===== config.mk =====
export PLATFORM = sky130hd
export DESIGN_NAME = lse_ctrl0
export DESIGN_NICKNAME = d
export VERILOG_FILES = /design/src/verilog/lse_pkg.sv /design/src/verilog/lse_ctrl0.sv
export VERILOG_INCLUDE_DIRS = /design/src /design/src/verilog
export SDC_FILE = /design/constraint.sdc
export NUM_CORES = 1
export LEC_CHECK = 0
export BUFFER_PORTS_ARGS = -buffer_cell sky130_fd_sc_hd__buf_2
export CAP_MARGIN = 5
export CORE_UTILIZATION = 48
export DETAILED_ROUTE_END_ITERATION = 7
export PLACE_DENSITY = 0.93
export SYNTH_ARGS = -nofsm -noshare
export SYNTH_HDL_FRONTEND = slang
export SYNTH_SLANG_ARGS = --single-unit

===== constraint.sdc =====
create_clock -name clk -period 2.5 [get_ports clk]
set_clock_uncertainty 0.2 [all_clocks]
set_input_delay 0.5 -clock clk [delete_from_list [all_inputs] [get_ports clk]]
set_output_delay 0.5 -clock clk [all_outputs]
set_load 0.02 [all_outputs]

===== src/verilog/lse_params.svh =====
// offsets, field positions, reset values and constants of the lookup control
`ifndef LSE_PARAMS_SVH
`define LSE_PARAMS_SVH

// ==========================================================
// register map
`define LSE_CTRL0_OFFSET 12'h310

// ==========================================================
// field positions
`define LSE_VLAN_EN_BIT 7
`define LSE_DROP_INV_BIT 6
`define LSE_AGE_HI 5
`define LSE_AGE_LO 3
`define LSE_RSVD_MC_BIT 2
`define LSE_HASH_HI 1
`define LSE_HASH_LO 0

// ==========================================================
// reset values
`define LSE_VLAN_EN_RST 1'h0
`define LSE_DROP_INV_RST 1'h1
`define LSE_AGE_RST 3'h4
`define LSE_RSVD_MC_RST 1'h0
`define LSE_HASH_RST 2'h1

// ==========================================================
// hash and reserved multicast constants
`define LSE_CRC_POLY 10'h233
`define LSE_RSVD_MC_PREFIX 44'h0180C20000_0

`endif


===== src/verilog/lse_pkg.sv =====
// types shared by the lookup engine control logic
package lse_pkg;

  // ==========================================================
  // dynamic table mapping modes
  typedef enum logic [1:0] {
    LSE_MAP_DIRECT,
    LSE_MAP_CRC,
    LSE_MAP_XOR
  } lse_map_t;

endpackage

===== src/verilog/lse_ctrl0.sv =====
// lookup engine control register zero with its lookup-side decisions
//
// Operation
// bit 7 master vlan enable, reset clear
// software fills vlan table before enabling
// bit 6 drops invalid vid, reset set
// drop clear sends invalid vid to host
// unknown vid forwarding overrides drop control
// bits 5:3 age count, reset 100
// written entries stamped with current age count
// bit 2 reserved multicast lookup enable
// hash 00/11 indexes by ten da bits
// hash reset 01; 01 crc, 10 xor
// writes affect later packets; reads return fields
`timescale 1ns/1ps
`default_nettype none
`include "lse_params.svh"

module lse_ctrl0 #(
  parameter int ADDR_W = 12,
  parameter int IDX_W  = 10
) (
  // clock and reset
  input  wire logic              clk,
  input  wire logic              rst,
  // wishbone slave
  input  wire logic              wb_cyc_i,
  input  wire logic              wb_stb_i,
  input  wire logic              wb_we_i,
  input  wire logic [ADDR_W-1:0] wb_adr_i,
  input  wire logic [3:0]        wb_sel_i,
  input  wire logic [31:0]       wb_dat_i,
  output logic      [31:0]       wb_dat_o,
  output logic                   wb_ack_o,
  // lookup request
  input  wire logic              lk_valid,
  input  wire logic [47:0]       lk_dest_addr,
  input  wire logic              lk_vid_invalid,
  input  wire logic              unk_vid_fwd_en,
  // lookup result
  output logic                   res_valid,
  output logic [IDX_W-1:0]       res_index,
  output logic                   res_vlan_mode,
  output logic                   res_drop,
  output logic                   res_to_host,
  output logic                   res_unk_vid,
  output logic                   res_rsvd_mc_hit,
  // dynamic entry ageing
  input  wire logic              entry_update,
  output logic                   entry_age_valid,
  output logic [2:0]             entry_age,
  // static configuration view
  output logic                   vlan_enable,
  output logic                   drop_invalid_vid,
  output logic [2:0]             age_count,
  output logic                   rsvd_mc_enable,
  output logic [1:0]             table_hash_select
);

  // ==========================================================
  // helper functions

  // crc over the destination address, msb first
  function automatic logic [IDX_W-1:0] crc_index(input logic [47:0] da);
    logic [9:0] crc;
    crc = 10'h3FF;
    for (int i = 47; i >= 0; i--)
    begin
      if (crc[9] ^ da[i])
        crc = {crc[8:0], 1'b0} ^ `LSE_CRC_POLY;
      else
        crc = {crc[8:0], 1'b0};
    end
    return IDX_W'(crc);
  endfunction

  // fold the address into ten bits by exclusive or
  function automatic logic [IDX_W-1:0] xor_index(input logic [47:0] da);
    logic [49:0] ext;
    logic [9:0]  acc;
    ext = {2'h0, da};
    acc = 10'h000;
    for (int i = 0; i < 5; i++)
    begin
      acc = acc ^ ext[i*10 +: 10];
    end
    return IDX_W'(acc);
  endfunction

  // decode of the two-bit selector
  function automatic lse_pkg::lse_map_t map_mode(input logic [1:0] sel);
    lse_pkg::lse_map_t m;
    m = lse_pkg::LSE_MAP_DIRECT;
    if (sel == 2'h1)
      m = lse_pkg::LSE_MAP_CRC;
    else if (sel == 2'h2)
      m = lse_pkg::LSE_MAP_XOR;
    return m;
  endfunction

  // ==========================================================
  // bus decode

  logic       ack;
  logic [7:0] rd_byte;

  wire bus_req  = wb_cyc_i & wb_stb_i & ~ack;
  wire hit      = (wb_adr_i == ADDR_W'(`LSE_CTRL0_OFFSET));
  wire wr_en    = bus_req & wb_we_i & hit & wb_sel_i[0];
  wire rd_sel   = bus_req & ~wb_we_i & hit;

  // ==========================================================
  // control register fields

  logic       vlan_en;
  logic       drop_inv;
  logic [2:0] age_cnt;
  logic       rsvd_mc;
  logic [1:0] hash_sel;

  wire [7:0] reg_view = {vlan_en, drop_inv, age_cnt, rsvd_mc, hash_sel};

  // write lands on the ack edge, so a packet taken at
  // that same edge still sees the old setting
  always_ff @(posedge clk or posedge rst)
  begin
    if (rst)
    begin
      vlan_en  <= `LSE_VLAN_EN_RST;
      drop_inv <= `LSE_DROP_INV_RST;
      age_cnt  <= `LSE_AGE_RST;
      rsvd_mc  <= `LSE_RSVD_MC_RST;
      hash_sel <= `LSE_HASH_RST;
    end
    else if (wr_en)
    begin
      vlan_en  <= wb_dat_i[`LSE_VLAN_EN_BIT];
      drop_inv <= wb_dat_i[`LSE_DROP_INV_BIT];
      age_cnt  <= wb_dat_i[`LSE_AGE_HI:`LSE_AGE_LO];
      rsvd_mc  <= wb_dat_i[`LSE_RSVD_MC_BIT];
      hash_sel <= wb_dat_i[`LSE_HASH_HI:`LSE_HASH_LO];
    end
  end

  // ==========================================================
  // bus answer

  // unmapped addresses still ack and read as zero,
  // so a stray access never hangs the bus
  assign rd_byte = rd_sel ? reg_view : 8'h00;

  always_ff @(posedge clk or posedge rst)
  begin
    if (rst)
    begin
      ack <= 1'b0;
    end
    else
    begin
      ack <= bus_req;
    end
  end

  // read data launches on the same take edge as ack,
  // so it stands exactly while ack is high
  always_ff @(posedge clk or posedge rst)
  begin
    if (rst)
    begin
      wb_dat_o <= 32'h0000_0000;
    end
    else
    begin
      wb_dat_o <= {24'h00_0000, rd_byte};
    end
  end

  assign wb_ack_o = ack;

  // ==========================================================
  // lookup decisions

  lse_pkg::lse_map_t mode;

  logic [IDX_W-1:0] next_index;
  logic             next_drop;
  logic             next_to_host;
  logic             next_unk;
  logic             next_rsvd;

  wire [IDX_W-1:0] direct_idx = lk_dest_addr[IDX_W-1:0];
  wire [IDX_W-1:0] crc_idx    = crc_index(lk_dest_addr);
  wire [IDX_W-1:0] xor_idx    = xor_index(lk_dest_addr);

  // group addresses 01-80-C2-00-00-0x
  wire rsvd_match = (lk_dest_addr[47:4] == `LSE_RSVD_MC_PREFIX);

  // only a filtering switch judges the vid at all
  wire vid_bad = lk_vid_invalid & vlan_en;

  assign mode = map_mode(hash_sel);

  always_comb
  begin
    unique case (mode)
      lse_pkg::LSE_MAP_CRC:    next_index = crc_idx;
      lse_pkg::LSE_MAP_XOR:    next_index = xor_idx;
      lse_pkg::LSE_MAP_DIRECT: next_index = direct_idx;
    endcase
  end

  always_comb
  begin
    next_unk     = 1'b0;
    next_drop    = 1'b0;
    next_to_host = 1'b0;
    if (vid_bad)
    begin
      if (unk_vid_fwd_en)
        next_unk = 1'b1;
      else if (drop_inv)
        next_drop = 1'b1;
      else
        next_to_host = 1'b1;
    end
  end

  assign next_rsvd = rsvd_mc & rsvd_match;

  // ==========================================================
  // lookup result registers

  always_ff @(posedge clk or posedge rst)
  begin
    if (rst)
    begin
      res_valid <= 1'b0;
    end
    else
    begin
      res_valid <= lk_valid;
    end
  end

  // results are captured only for a taken request so they
  // stand until the next one
  always_ff @(posedge clk or posedge rst)
  begin
    if (rst)
    begin
      res_index <= '0;
    end
    else if (lk_valid)
    begin
      res_index <= next_index;
    end
  end

  // forwarding flags, same capture rule as the index
  always_ff @(posedge clk or posedge rst)
  begin
    if (rst)
    begin
      res_vlan_mode   <= 1'b0;
      res_drop        <= 1'b0;
      res_to_host     <= 1'b0;
      res_unk_vid     <= 1'b0;
      res_rsvd_mc_hit <= 1'b0;
    end
    else if (lk_valid)
    begin
      res_vlan_mode   <= vlan_en;
      res_drop        <= next_drop;
      res_to_host     <= next_to_host;
      res_unk_vid     <= next_unk;
      res_rsvd_mc_hit <= next_rsvd;
    end
  end

  // ==========================================================
  // age stamp for dynamic entries

  always_ff @(posedge clk or posedge rst)
  begin
    if (rst)
    begin
      entry_age_valid <= 1'b0;
      entry_age       <= 3'h0;
    end
    else
    begin
      entry_age_valid <= entry_update;
      if (entry_update)
        entry_age <= age_cnt;
    end
  end

  // ==========================================================
  // configuration view

  // the vlan table is assumed ready once software sets bit 7;
  // nothing here checks it
  assign vlan_enable       = vlan_en;
  assign drop_invalid_vid  = drop_inv;
  assign age_count         = age_cnt;
  assign rsvd_mc_enable    = rsvd_mc;
  assign table_hash_select = hash_sel;

endmodule

`default_nettype wire


==> flow_summary_export.csv, run 1 <==
group,metric,value,unit
sta,slew_headroom,0.4754,
floorplan,die_x,86.79,um
placement,dp.cells,601,
critical_path,cp-end-kind,"flip-flop",
critical_path,crit_end,"res_index[9]",
detailed_routing,vias,3542,
global_routing,track_usage,0.3515,
detailed_routing,routed_wl,13590,um
detailed_routing,first_pass_iters,5,
final_layout,final_util,0.7794,
hold_path,hold_path_class,"primary input to asynchronous set/reset pin",
synth,yosys_warnings,0,
sta,hold_viol_final,0,
clocking,htreeDepth,2,
synth,synth_area_per_cell,10.72,um^2
floorplan,dieArea,7533,um^2
placement,dp_hpwl,9061,um
detailed_routing,drt_iter0_drc,356,
final_layout,diodes,0,
clocking,numClockSinks,37,
placement,port_buffers,114,
floorplan,die_height,86.79,um
sta,rsz0062_at_grt,"true",
clocking,cts_tree,"yes",
sta,setup_viol,10,
global_routing,grt_pass1_wl,19180,um
detailed_routing,detail_route.wl_per_cell,21.82,um
sta,worst_pin_slew,0.7869,ns
placement,place_congestion,1.012,
final_layout,fillers,405,
pwr,p_per_area,1232,nW/um^2
sta,maxSlewViolCount,0,
critical_path,worst-r2r-setup-slack,0.19,ns
global_routing,grt_max_degree,38,
sta,fin_ws,-0.8366,ns
sta,finalSetupTns,-5.469,ns
critical_path,crit_arrival,3.33,ns
sta,max_freq,0.2997,GHz
critical_path,crit_start,"lk_dest_addr[31]",
sta,min_period,3.337,ns
floorplan,num_rows,30,
synth,ys_seq_area_frac,0.2694,
detailed_routing,final_antenna_net_count,0,
floorplan,initial_core_util,0.5024,
outcome,status,"finished with violations",
pwr,power.total,6597,uW
synth,synth_seq_cells,37,
global_routing,gr-total-overflow,0,
sta,fin_crit_sh,1.335,
critical_path,cp.required,2.50,ns
clocking,cts_inserted_buffers,5,
final_layout,layout_commonest_cell,"buf_2",
floorplan,coreArea,6869,um^2
critical_path,r2r-end,"res_index[9]",
global_routing,grt_pass1_vias,3591,
final_layout,layout_common_cells,"107 x buf_2, 86 x buf_4, 61 x xnor2_1",
clocking,clock-root-buffer,"clkbuf_8",
pwr,p_leak,0.002739,uW
final_layout,drive_gt1_frac,0.5332,
critical_path,startpoint_type,"primary input",
detailed_routing,drc,0,
final_layout,nNetsFinal,634,
critical_path,worstPathMaxFanout,3,
critical_path,setup.worst_path.class,"primary input to flip-flop",
outcome,violations,"negative setup slack",
global_routing,antenna_found_initial,0,
critical_path,regToRegStartpoint,"table_hash_select[0]",
pwr,ir_worst_vdd,0.002609,V
synth,synth_cell_types,37,
clocking,cts.clk_slew.worst_paths,0.08,ns
sta,whs,0.09189,ns
clocking,worstSkewPairLatency,0.30,ns
critical_path,worst_r2r_path_depth,5,
final_layout,stdcell_count,623,
final_layout,area_delta_synth_final,55.15,%
flow_run,drv_cap,0,
synth,syn_inst,322,
synth,syn_area,3451,um^2
detailed_routing,viasPerCell,5.685,
clocking,cts_max_path_buffers,2,
floorplan,ios,166,
==> cells in the mapped netlist, drive strengths merged <==
master / instances / share of area
a211oi: 3 / 0.0065
a21o: 4 / 0.0087
a21oi: 12 / 0.017
a221oi: 2 / 0.0051
a22oi: 3 / 0.0065
and2: 6 / 0.011
buf: 27 / 0.057
clkbuf: 7 / 0.0076
conb: 1 / 0.0011
dfrtp: 34 / 0.25
dfstp: 3 / 0.023
ha: 3 / 0.011
inv: 11 / 0.012
mux2: 10 / 0.033
nand2: 17 / 0.018
nand3: 2 / 0.0029
nand4: 3 / 0.0054
nor2: 10 / 0.011
nor2b: 4 / 0.0073
nor3: 5 / 0.0073
nor3b: 4 / 0.0087
nor4: 7 / 0.013
nor4b: 3 / 0.0076
o21ai: 7 / 0.010
o2bb2ai: 1 / 0.0025
o311ai: 2 / 0.0051
o31ai: 2 / 0.0043
o32ai: 2 / 0.0051
o41ai: 1 / 0.0025
xnor2: 84 / 0.22
xnor3: 22 / 0.14
xor2: 13 / 0.033
xor3: 7 / 0.049
==> layer usage <==
metal	vias to the layer above	share of wire	GRT usage
met5	-	0	0
met4	0	0.081	0.2439
met3	124	0.098	0.09429
met2	300	0.48	0.5963
met1	1659	0.34	0.3818
li1	1459	-	-
==> power breakdown <==
| part | switching (uW) | leakage (uW) | internal, uW | total [uW] |
|---|---|---|---|---|
| clock | 251 | 0.0000687 | 402 | 653 |
| sequential | 8.64 | 0.000476 | 615 | 624 |
| combinational | 2230 | 0.00219 | 3090 | 5320 |
==> worst min-delay path by stage <==
stage          slack [ns]  cells after the start              end
6_report             0.09                      3  entry_age_valid
3_5_place_dp         0.24                      1         wb_ack_o
2_1_floorplan        0.33                      0  entry_age_valid
3_3_place_gp         0.22                      1         wb_ack_o
4_1_cts              0.11                      3         res_drop
5_1_grt              0.14                      3      vlan_enable
==> worst max-delay path, cell delays in order <==
cell      delay [ns]
buf_6           0.10
xnor3_2         0.50
xor3_1          0.27
xor3_2          0.47
xnor3_2         0.28
xor3_1          0.40
xnor3_2         0.30
xnor2_1         0.22
a211oi_2        0.10
a21o_1          0.19
==> cell families (layout without fill, tap and decap cells) <==
kind of cell	count (synthesis)	after routing	share of synthesized area
fa+ha+maj	3	3	0.01088
buf+inv	45	227	0.07614
mux	10	10	0.03263
other cells	1	24	0.001087
simple gates	61	61	0.09210
compound gates	39	39	0.07397
xor+xnor	126	126	0.4438
flops	37	37	0.2694
==> timing repair <==
item,4_1_cts,5_1_grt
gates resized for setup,54,13
cloned,0,0
buffers inserted,12,5
hold buffers,0,0
pin swaps,30,10
setup endpoints to repair,10,10
==> flip-flops by register name, summed over array words and instances (netlist names) <==
signal and flops:
res_vlan_mode 1, wb_dat_o 8, res_rsvd_mc_hit 1, res_index 10, entry_age 3, age_count 3, res_valid 1, vlan_enable 1
res_unk_vid 1, rsvd_mc_enable 1, entry_age_valid 1, res_to_host 1, wb_ack_o 1, res_drop 1, table_hash_select 2, drop_invalid_vid 1
==> stage by stage <==
stage | setup WS, ns | cell area [um^2]
after floorplan | -0.8162 | 3709
after global placement | -0.9955 | 4768
after detailed placement | -1.192 | 4768
after CTS | -0.7007 | 5251
after global routing | -0.9168 | 5354
final | -0.8366 | 5354
==> area by class of cell <==
| type | instances | area, um^2 | share of cell area |
|---|---|---|---|
| clock inverter | 3 | 68.82 | 0.01285 |
| tap | 96 | 120.1 | 0.02244 |
| clock buffer | 5 | 68.82 | 0.01285 |
| sequential | 37 | 929.6 | 0.1736 |
| timing repair buffer | 208 | 1363 | 0.2545 |
| inverter | 11 | 56.30 | 0.01052 |
| multi-input combinational | 263 | 2748 | 0.5132 |
(Power assumes the default switching activity.)
==> inputs of run 2 (changes only) <==
--- a/config.mk
+++ b/config.mk
@@ -11,6 +11,8 @@
 export CORE_UTILIZATION = 48
 export DETAILED_ROUTE_END_ITERATION = 7
 export PLACE_DENSITY = 0.93
+export SETUP_SLACK_MARGIN = 0.2
+export SLEW_MARGIN = 30
 export SYNTH_ARGS = -nofsm -noshare
 export SYNTH_HDL_FRONTEND = slang
 export SYNTH_SLANG_ARGS = --single-unit
==> flow_summary_export.csv, run 2 (synthesis results as in run 1) <==
group,metric,value,unit
global_routing,grt_pass1_vias,3488,
sta,maxSlewViolCount,0,
pwr,power.total,7993,uW
critical_path,worstPathCellList,"buf_2, xnor2_2, xnor3_2, xnor2_4, xnor3_2, buf_4, buf_6, buf_6, buf_6, buf_6, xnor2_4, xnor2_2, nand2_2, o31ai_4, a21oi_2",
floorplan,dieArea,7533,um^2
global_routing,gr-total-overflow,0,
sta,slew_headroom,0.4302,
pwr,power_switching,3021,uW
final_layout,fin_area,5548,um^2
detailed_routing,first_pass_iters,5,
sta,min_period,3.492,ns
pwr,p_int,4972,uW
placement,dpl_cell_area,4768,um^2
sta,setup_viol,10,
floorplan,initial_core_util,0.5024,
final_layout,stdcell_count,634,
detailed_routing,detail_route.wl_per_cell,24.05,um
clocking,cts_max_path_buffers,2,
final_layout,layout_commonest_cell,"buf_2",
critical_path,critPathMostFrequentCell,"buf_6",
pwr,p_per_area,1441,nW/um^2
final_layout,layout_common_cells,"105 x buf_2, 88 x buf_4, 59 x xnor2_1",
detailed_routing,vias,3708,
pwr,comb_power_share,0.842,
placement,dp.cells,601,
clocking,cts.clk_slew.worst_paths,0.08,ns
global_routing,track_usage,0.3605,
final_layout,drive_gt1_frac,0.5549,
critical_path,setup.worst_path.class,"primary input to flip-flop",
placement,port_buffers,114,
final_layout,top_register,"res_index",
clocking,htreeDepth,2,
detailed_routing,viasPerCell,5.849,
critical_path,crit_buf_inv,6,
critical_path,cp-end-kind,"flip-flop",
floorplan,num_rows,30,
pwr,p_leak,0.002821,uW
placement,dp_hpwl,9061,um
clocking,cts_tree,"yes",
sta,fin_crit_sh,1.397,
pwr,p_sw_frac,0.3780,
placement,place_ws,-1.192,ns
clocking,worstSkewPairLatency,0.29,ns
final_layout,nNetsFinal,644,
placement,place_congestion,1.012,
sta,hold_viol_final,0,
detailed_routing,drc,0,
critical_path,slowest_delay,0.57,ns
pwr,p_seq_frac,0.078,
pwr,ir_worst_vdd,0.002826,V
critical_path,cp.required,2.46,ns
clocking,clock-root-buffer,"clkbuf_8",
final_layout,area_delta_synth_final,60.77,%
sta,fin_ws,-0.9924,ns
critical_path,worstPathMaxFanout,3,
floorplan,die_height,86.79,um
floorplan,coreArea,6869,um^2
critical_path,crit_arrival,3.46,ns
critical_path,slowest_stage,"xnor3_2",
sta,max_freq,0.2863,GHz
clocking,cts_inserted_buffers,5,
sta,worst_pin_slew,0.8547,ns
final_layout,largest_register_ffs,10,
detailed_routing,final_antenna_net_count,0,
global_routing,antenna_found_initial,0,
critical_path,critPathTopFamily,"XOR/XNOR gates",
outcome,status,"finished with violations",
outcome,violations,"negative setup slack",
critical_path,startpoint_type,"primary input",
flow_run,drv_cap,0,
pwr,p_clk_frac,0.080,
final_layout,reg_top3,"res_index: 10 flops, wb_dat_o: 8 flops",
sta,rsz0062_at_grt,"true",
global_routing,grt_pass1_wl,19540,um
floorplan,die_x,86.79,um
hold_path,hold_path_class,"primary input to asynchronous set/reset pin",
detailed_routing,routed_wl,15250,um
floorplan,ios,166,
clocking,numClockSinks,37,
clocking,holdBufCountCts,0,
global_routing,grt_max_degree,38,
detailed_routing,drt_iter0_drc,500,
[run 2: tightest hold or removal path: stages]
cell and delay, ns:
buf_2 0.09, inv_1 0.04, buf_4 0.40
[run 2: per-layer routing]
| layer | vias to the layer above | track usage | part of all wire |
|---|---|---|---|
| met1 | 1726 | 0.4096 | 0.33 |
| met5 | - | 0 | 0 |
| met2 | 364 | 0.6170 | 0.48 |
| met4 | 0 | 0.2182 | 0.092 |
| li1 | 1471 | - | - |
| met3 | 147 | 0.08190 | 0.10 |
[run 2: through the flow]
stage | util | hold slack, ns | TNS, ns
6_report | 0.8077 | 0.1001 | -7.159
5_1_grt | 0.8073 | 0.1432 | -7.611
4_1_cts | 0.7661 | 0.1109 | -4.159
3_5_place_dp | 0.6942 | 0.2388 | -8.926
3_3_place_gp | 0.6942 | 0.2228 | -7.119
2_1_floorplan | - | 0.3314 | -3.469
[run 2: power groups by stage]
stage | registers (uW) | clock network (uW) | logic [uW]
after floorplan | 657 | 0 | 2720
after global placement | 634 | 0 | 3600
after detailed placement | 635 | 0 | 3820
after CTS | 624 | 632 | 4690
after global routing | 627 | 666 | 6940
final | 626 | 639 | 6730
[run 2: worst paths after layout]
kind	startpoint	endpoint	slack, ns	cells after the start
max in group asynchronous	rst	age_count[2]	1.65	3
min in group clk	entry_update	entry_age_valid	0.17	1
worst max-delay path	lk_dest_addr[45]	res_index[6]	-0.99	15
worst min register to register	wb_ack_o	wb_ack_o	0.24	1
worst max register to register	table_hash_select[0]	res_index[9]	0.19	5
worst min-delay path	rst	entry_age[2]	0.10	3
[run 2: layout make-up]
type / instances / area [um^2]
diodes: 1 / 2.502
clock buffers: 5 / 68.82
clock inverters: 3 / 68.82
fillers: 362 / 1321
inverters: 11 / 56.30
multi-input cells: 263 / 2818
flip-flops and latches: 37 / 929.6
well taps: 96 / 120.1
repair buffers: 218 / 1484
[run 2: what timing repair did]
item                                    CTS  global route
gates resized for setup                  55            35
endpoints found under the hold margin     0             0
setup buffers                            12            12
pin swaps                                30            21
endpoints found under the setup margin   10            10
==> inputs of run 3 (changes only) <==
--- a/config.mk
+++ b/config.mk
@@ -9,9 +9,11 @@
 export BUFFER_PORTS_ARGS = -buffer_cell sky130_fd_sc_hd__buf_2
 export CAP_MARGIN = 5
 export CORE_UTILIZATION = 48
+export CTS_CLUSTER_DIAMETER = 40
 export DETAILED_ROUTE_END_ITERATION = 7
 export PLACE_DENSITY = 0.93
 export SETUP_SLACK_MARGIN = 0.2
+export SKIP_LAST_GASP = 1
 export SLEW_MARGIN = 30
 export SYNTH_ARGS = -nofsm -noshare
 export SYNTH_HDL_FRONTEND = slang
==> flow_summary_export.csv, run 3 (synthesis results as in run 1) <==
group,metric,value,unit
outcome,status,"finished with violations",
outcome,violations,"negative setup slack",
global_routing,grt_pass1_vias,3488,
final_layout,reg_top3,"res_index: 10 flops, wb_dat_o: 8 flops",
final_layout,drive_gt1_frac,0.5549,
floorplan,ios,166,
detailed_routing,drt_iter0_drc,556,
detailed_routing,viasPerCell,5.810,
placement,place_congestion,1.012,
sta,maxSlewViolCount,0,
floorplan,die_x,86.79,um
placement,port_buffers,114,
final_layout,layout_commonest_cell,"buf_2",
global_routing,gr-usage-met3,0.08190,
clocking,clock-root-buffer,"clkbuf_8",
floorplan,num_rows,30,
global_routing,gr-total-overflow,0,
detailed_routing,routed_wl,14770,um
pwr,p_per_area,1420,nW/um^2
detailed_routing,vias,3678,
critical_path,crit_arrival,3.39,ns
sta,min_period,3.429,ns
critical_path,setup.worst_path.class,"primary input to flip-flop",
final_layout,final_util,0.8026,
floorplan,dieArea,7533,um^2
final_layout,diodes,0,
detailed_routing,final_antenna_net_count,0,
critical_path,cp-end-kind,"flip-flop",
clocking,holdBufCountCts,0,
hold_path,hold_path_class,"primary input to asynchronous set/reset pin",
final_layout,nNetsFinal,644,
detailed_routing,drc,0,
critical_path,worst-r2r-setup-slack,0.23,ns
pwr,ir_worst_vdd,0.002849,V
final_layout,top_register,"res_index",
sta,setup_viol,10,
global_routing,antenna_found_initial,0,
clocking,worstSkewPairLatency,0.30,ns
final_layout,fin_area,5513,um^2
global_routing,track_usage,0.3605,
detailed_routing,first_pass_iters,5,
clocking,cts_inserted_buffers,5,
final_layout,area_delta_synth_final,59.75,%
floorplan,die_height,86.79,um
placement,dp_hpwl,9061,um
flow_run,drv_cap,0,
clocking,htreeDepth,2,
pwr,p_leak,0.002814,uW
critical_path,cp.required,2.46,ns
detailed_routing,detail_route.wl_per_cell,23.33,um
global_routing,grt_util_met2,0.6170,
sta,rsz0062_at_grt,"true",
critical_path,startpoint_type,"primary input",
sta,slew_headroom,0.4260,
placement,dpl_cell_area,4768,um^2
sta,worst_pin_slew,0.8610,ns
clocking,cts_max_path_buffers,2,
sta,hold_viol_final,0,
critical_path,worstPathMaxFanout,3,
floorplan,initial_core_util,0.5024,
global_routing,met1_usage,0.4096,
global_routing,grt_max_degree,38,
clocking,numClockSinks,37,
global_routing,top_usage_layer,"met2",
sta,fin_crit_sh,1.371,
clocking,cts_tree,"yes",
clocking,cts.clk_slew.worst_paths,0.08,ns
sta,max_freq,0.2917,GHz
floorplan,coreArea,6869,um^2
global_routing,grt_pass1_wl,19540,um
sta,fin_ws,-0.9287,ns
final_layout,largest_register_ffs,10,
final_layout,layout_common_cells,"106 x buf_2, 90 x buf_4, 59 x xnor2_1",
run 3: cell count changes in the layout (fill, tap and decap cells not counted), sizes merged:
cell,change
diode,-1
run 3: layer usage:
| layer | vias up | share of wire |
|---|---|---|
| met5 | - | 0 |
| met4 | 0 | 0.090 |
| met3 | 137 | 0.10 |
| met2 | 364 | 0.47 |
| met1 | 1708 | 0.34 |
| li1 | 1469 | - |
run 3: worst max-delay path: stages:
cell,delay (ns)
buf_2,0.13
xnor2_2,0.24
xnor3_2,0.55
xnor2_4,0.21
xnor3_2,0.47
buf_4,0.15
buf_6,0.10
buf_6,0.11
buf_6,0.11
buf_6,0.12
xnor2_4,0.22
xnor2_2,0.17
nand2_2,0.12
o31ai_4,0.08
a21oi_2,0.10
run 3: area by class of cell:
type,count,area [um^2]
multi-input combinational,263,2799
timing repair buffer,218,1470
fill,365,1356
sequential,37,929.6
tap,96,120.1
clock buffer,5,68.82
clock inverter,3,68.82
inverter,11,56.30
run 3: power by group:
part	internal (uW)	leakage (uW)	switching [uW]
registers	615	0.000476	10.9
clock network	402	0.0000687	238
logic	3900	0.00227	2660
run 3: final timing paths:
| check | from | endpoint | cells past startpoint |
|---|---|---|---|
| worst min register to register | wb_ack_o | wb_ack_o | 1 |
| worst min-delay path | rst | entry_age_valid | 3 |
| min in group clk | entry_update | entry_age_valid | 1 |
| max in group asynchronous | rst | age_count[2] | 3 |
| worst max register to register | table_hash_select[0] | res_index[9] | 5 |
| worst max-delay path | lk_dest_addr[45] | res_index[6] | 15 |
run 3: repair_timing:
action                                  CTS  global route
pin swaps                                30            21
buffers inserted                         12            12
endpoints found under the setup margin   10            10
resized for setup                        54            30
run 3: metrics by stage:
step / cells / total power (uW) / setup WS [ns] / TNS, ns / hold slack (ns)
after detailed placement: 601 / 4458 / -1.192 / -8.926 / 0.2388
after floorplan: 345 / 3374 / -0.8162 / -3.469 / 0.3314
final: 633 / 7827 / -0.9287 / -6.926 / 0.09119
after global routing: 633 / 8129 / -1.047 / -7.694 / 0.1394
after global placement: 601 / 4229 / -0.9955 / -7.119 / 0.2228
after CTS: 621 / 5935 / -0.7007 / -4.185 / 0.1109
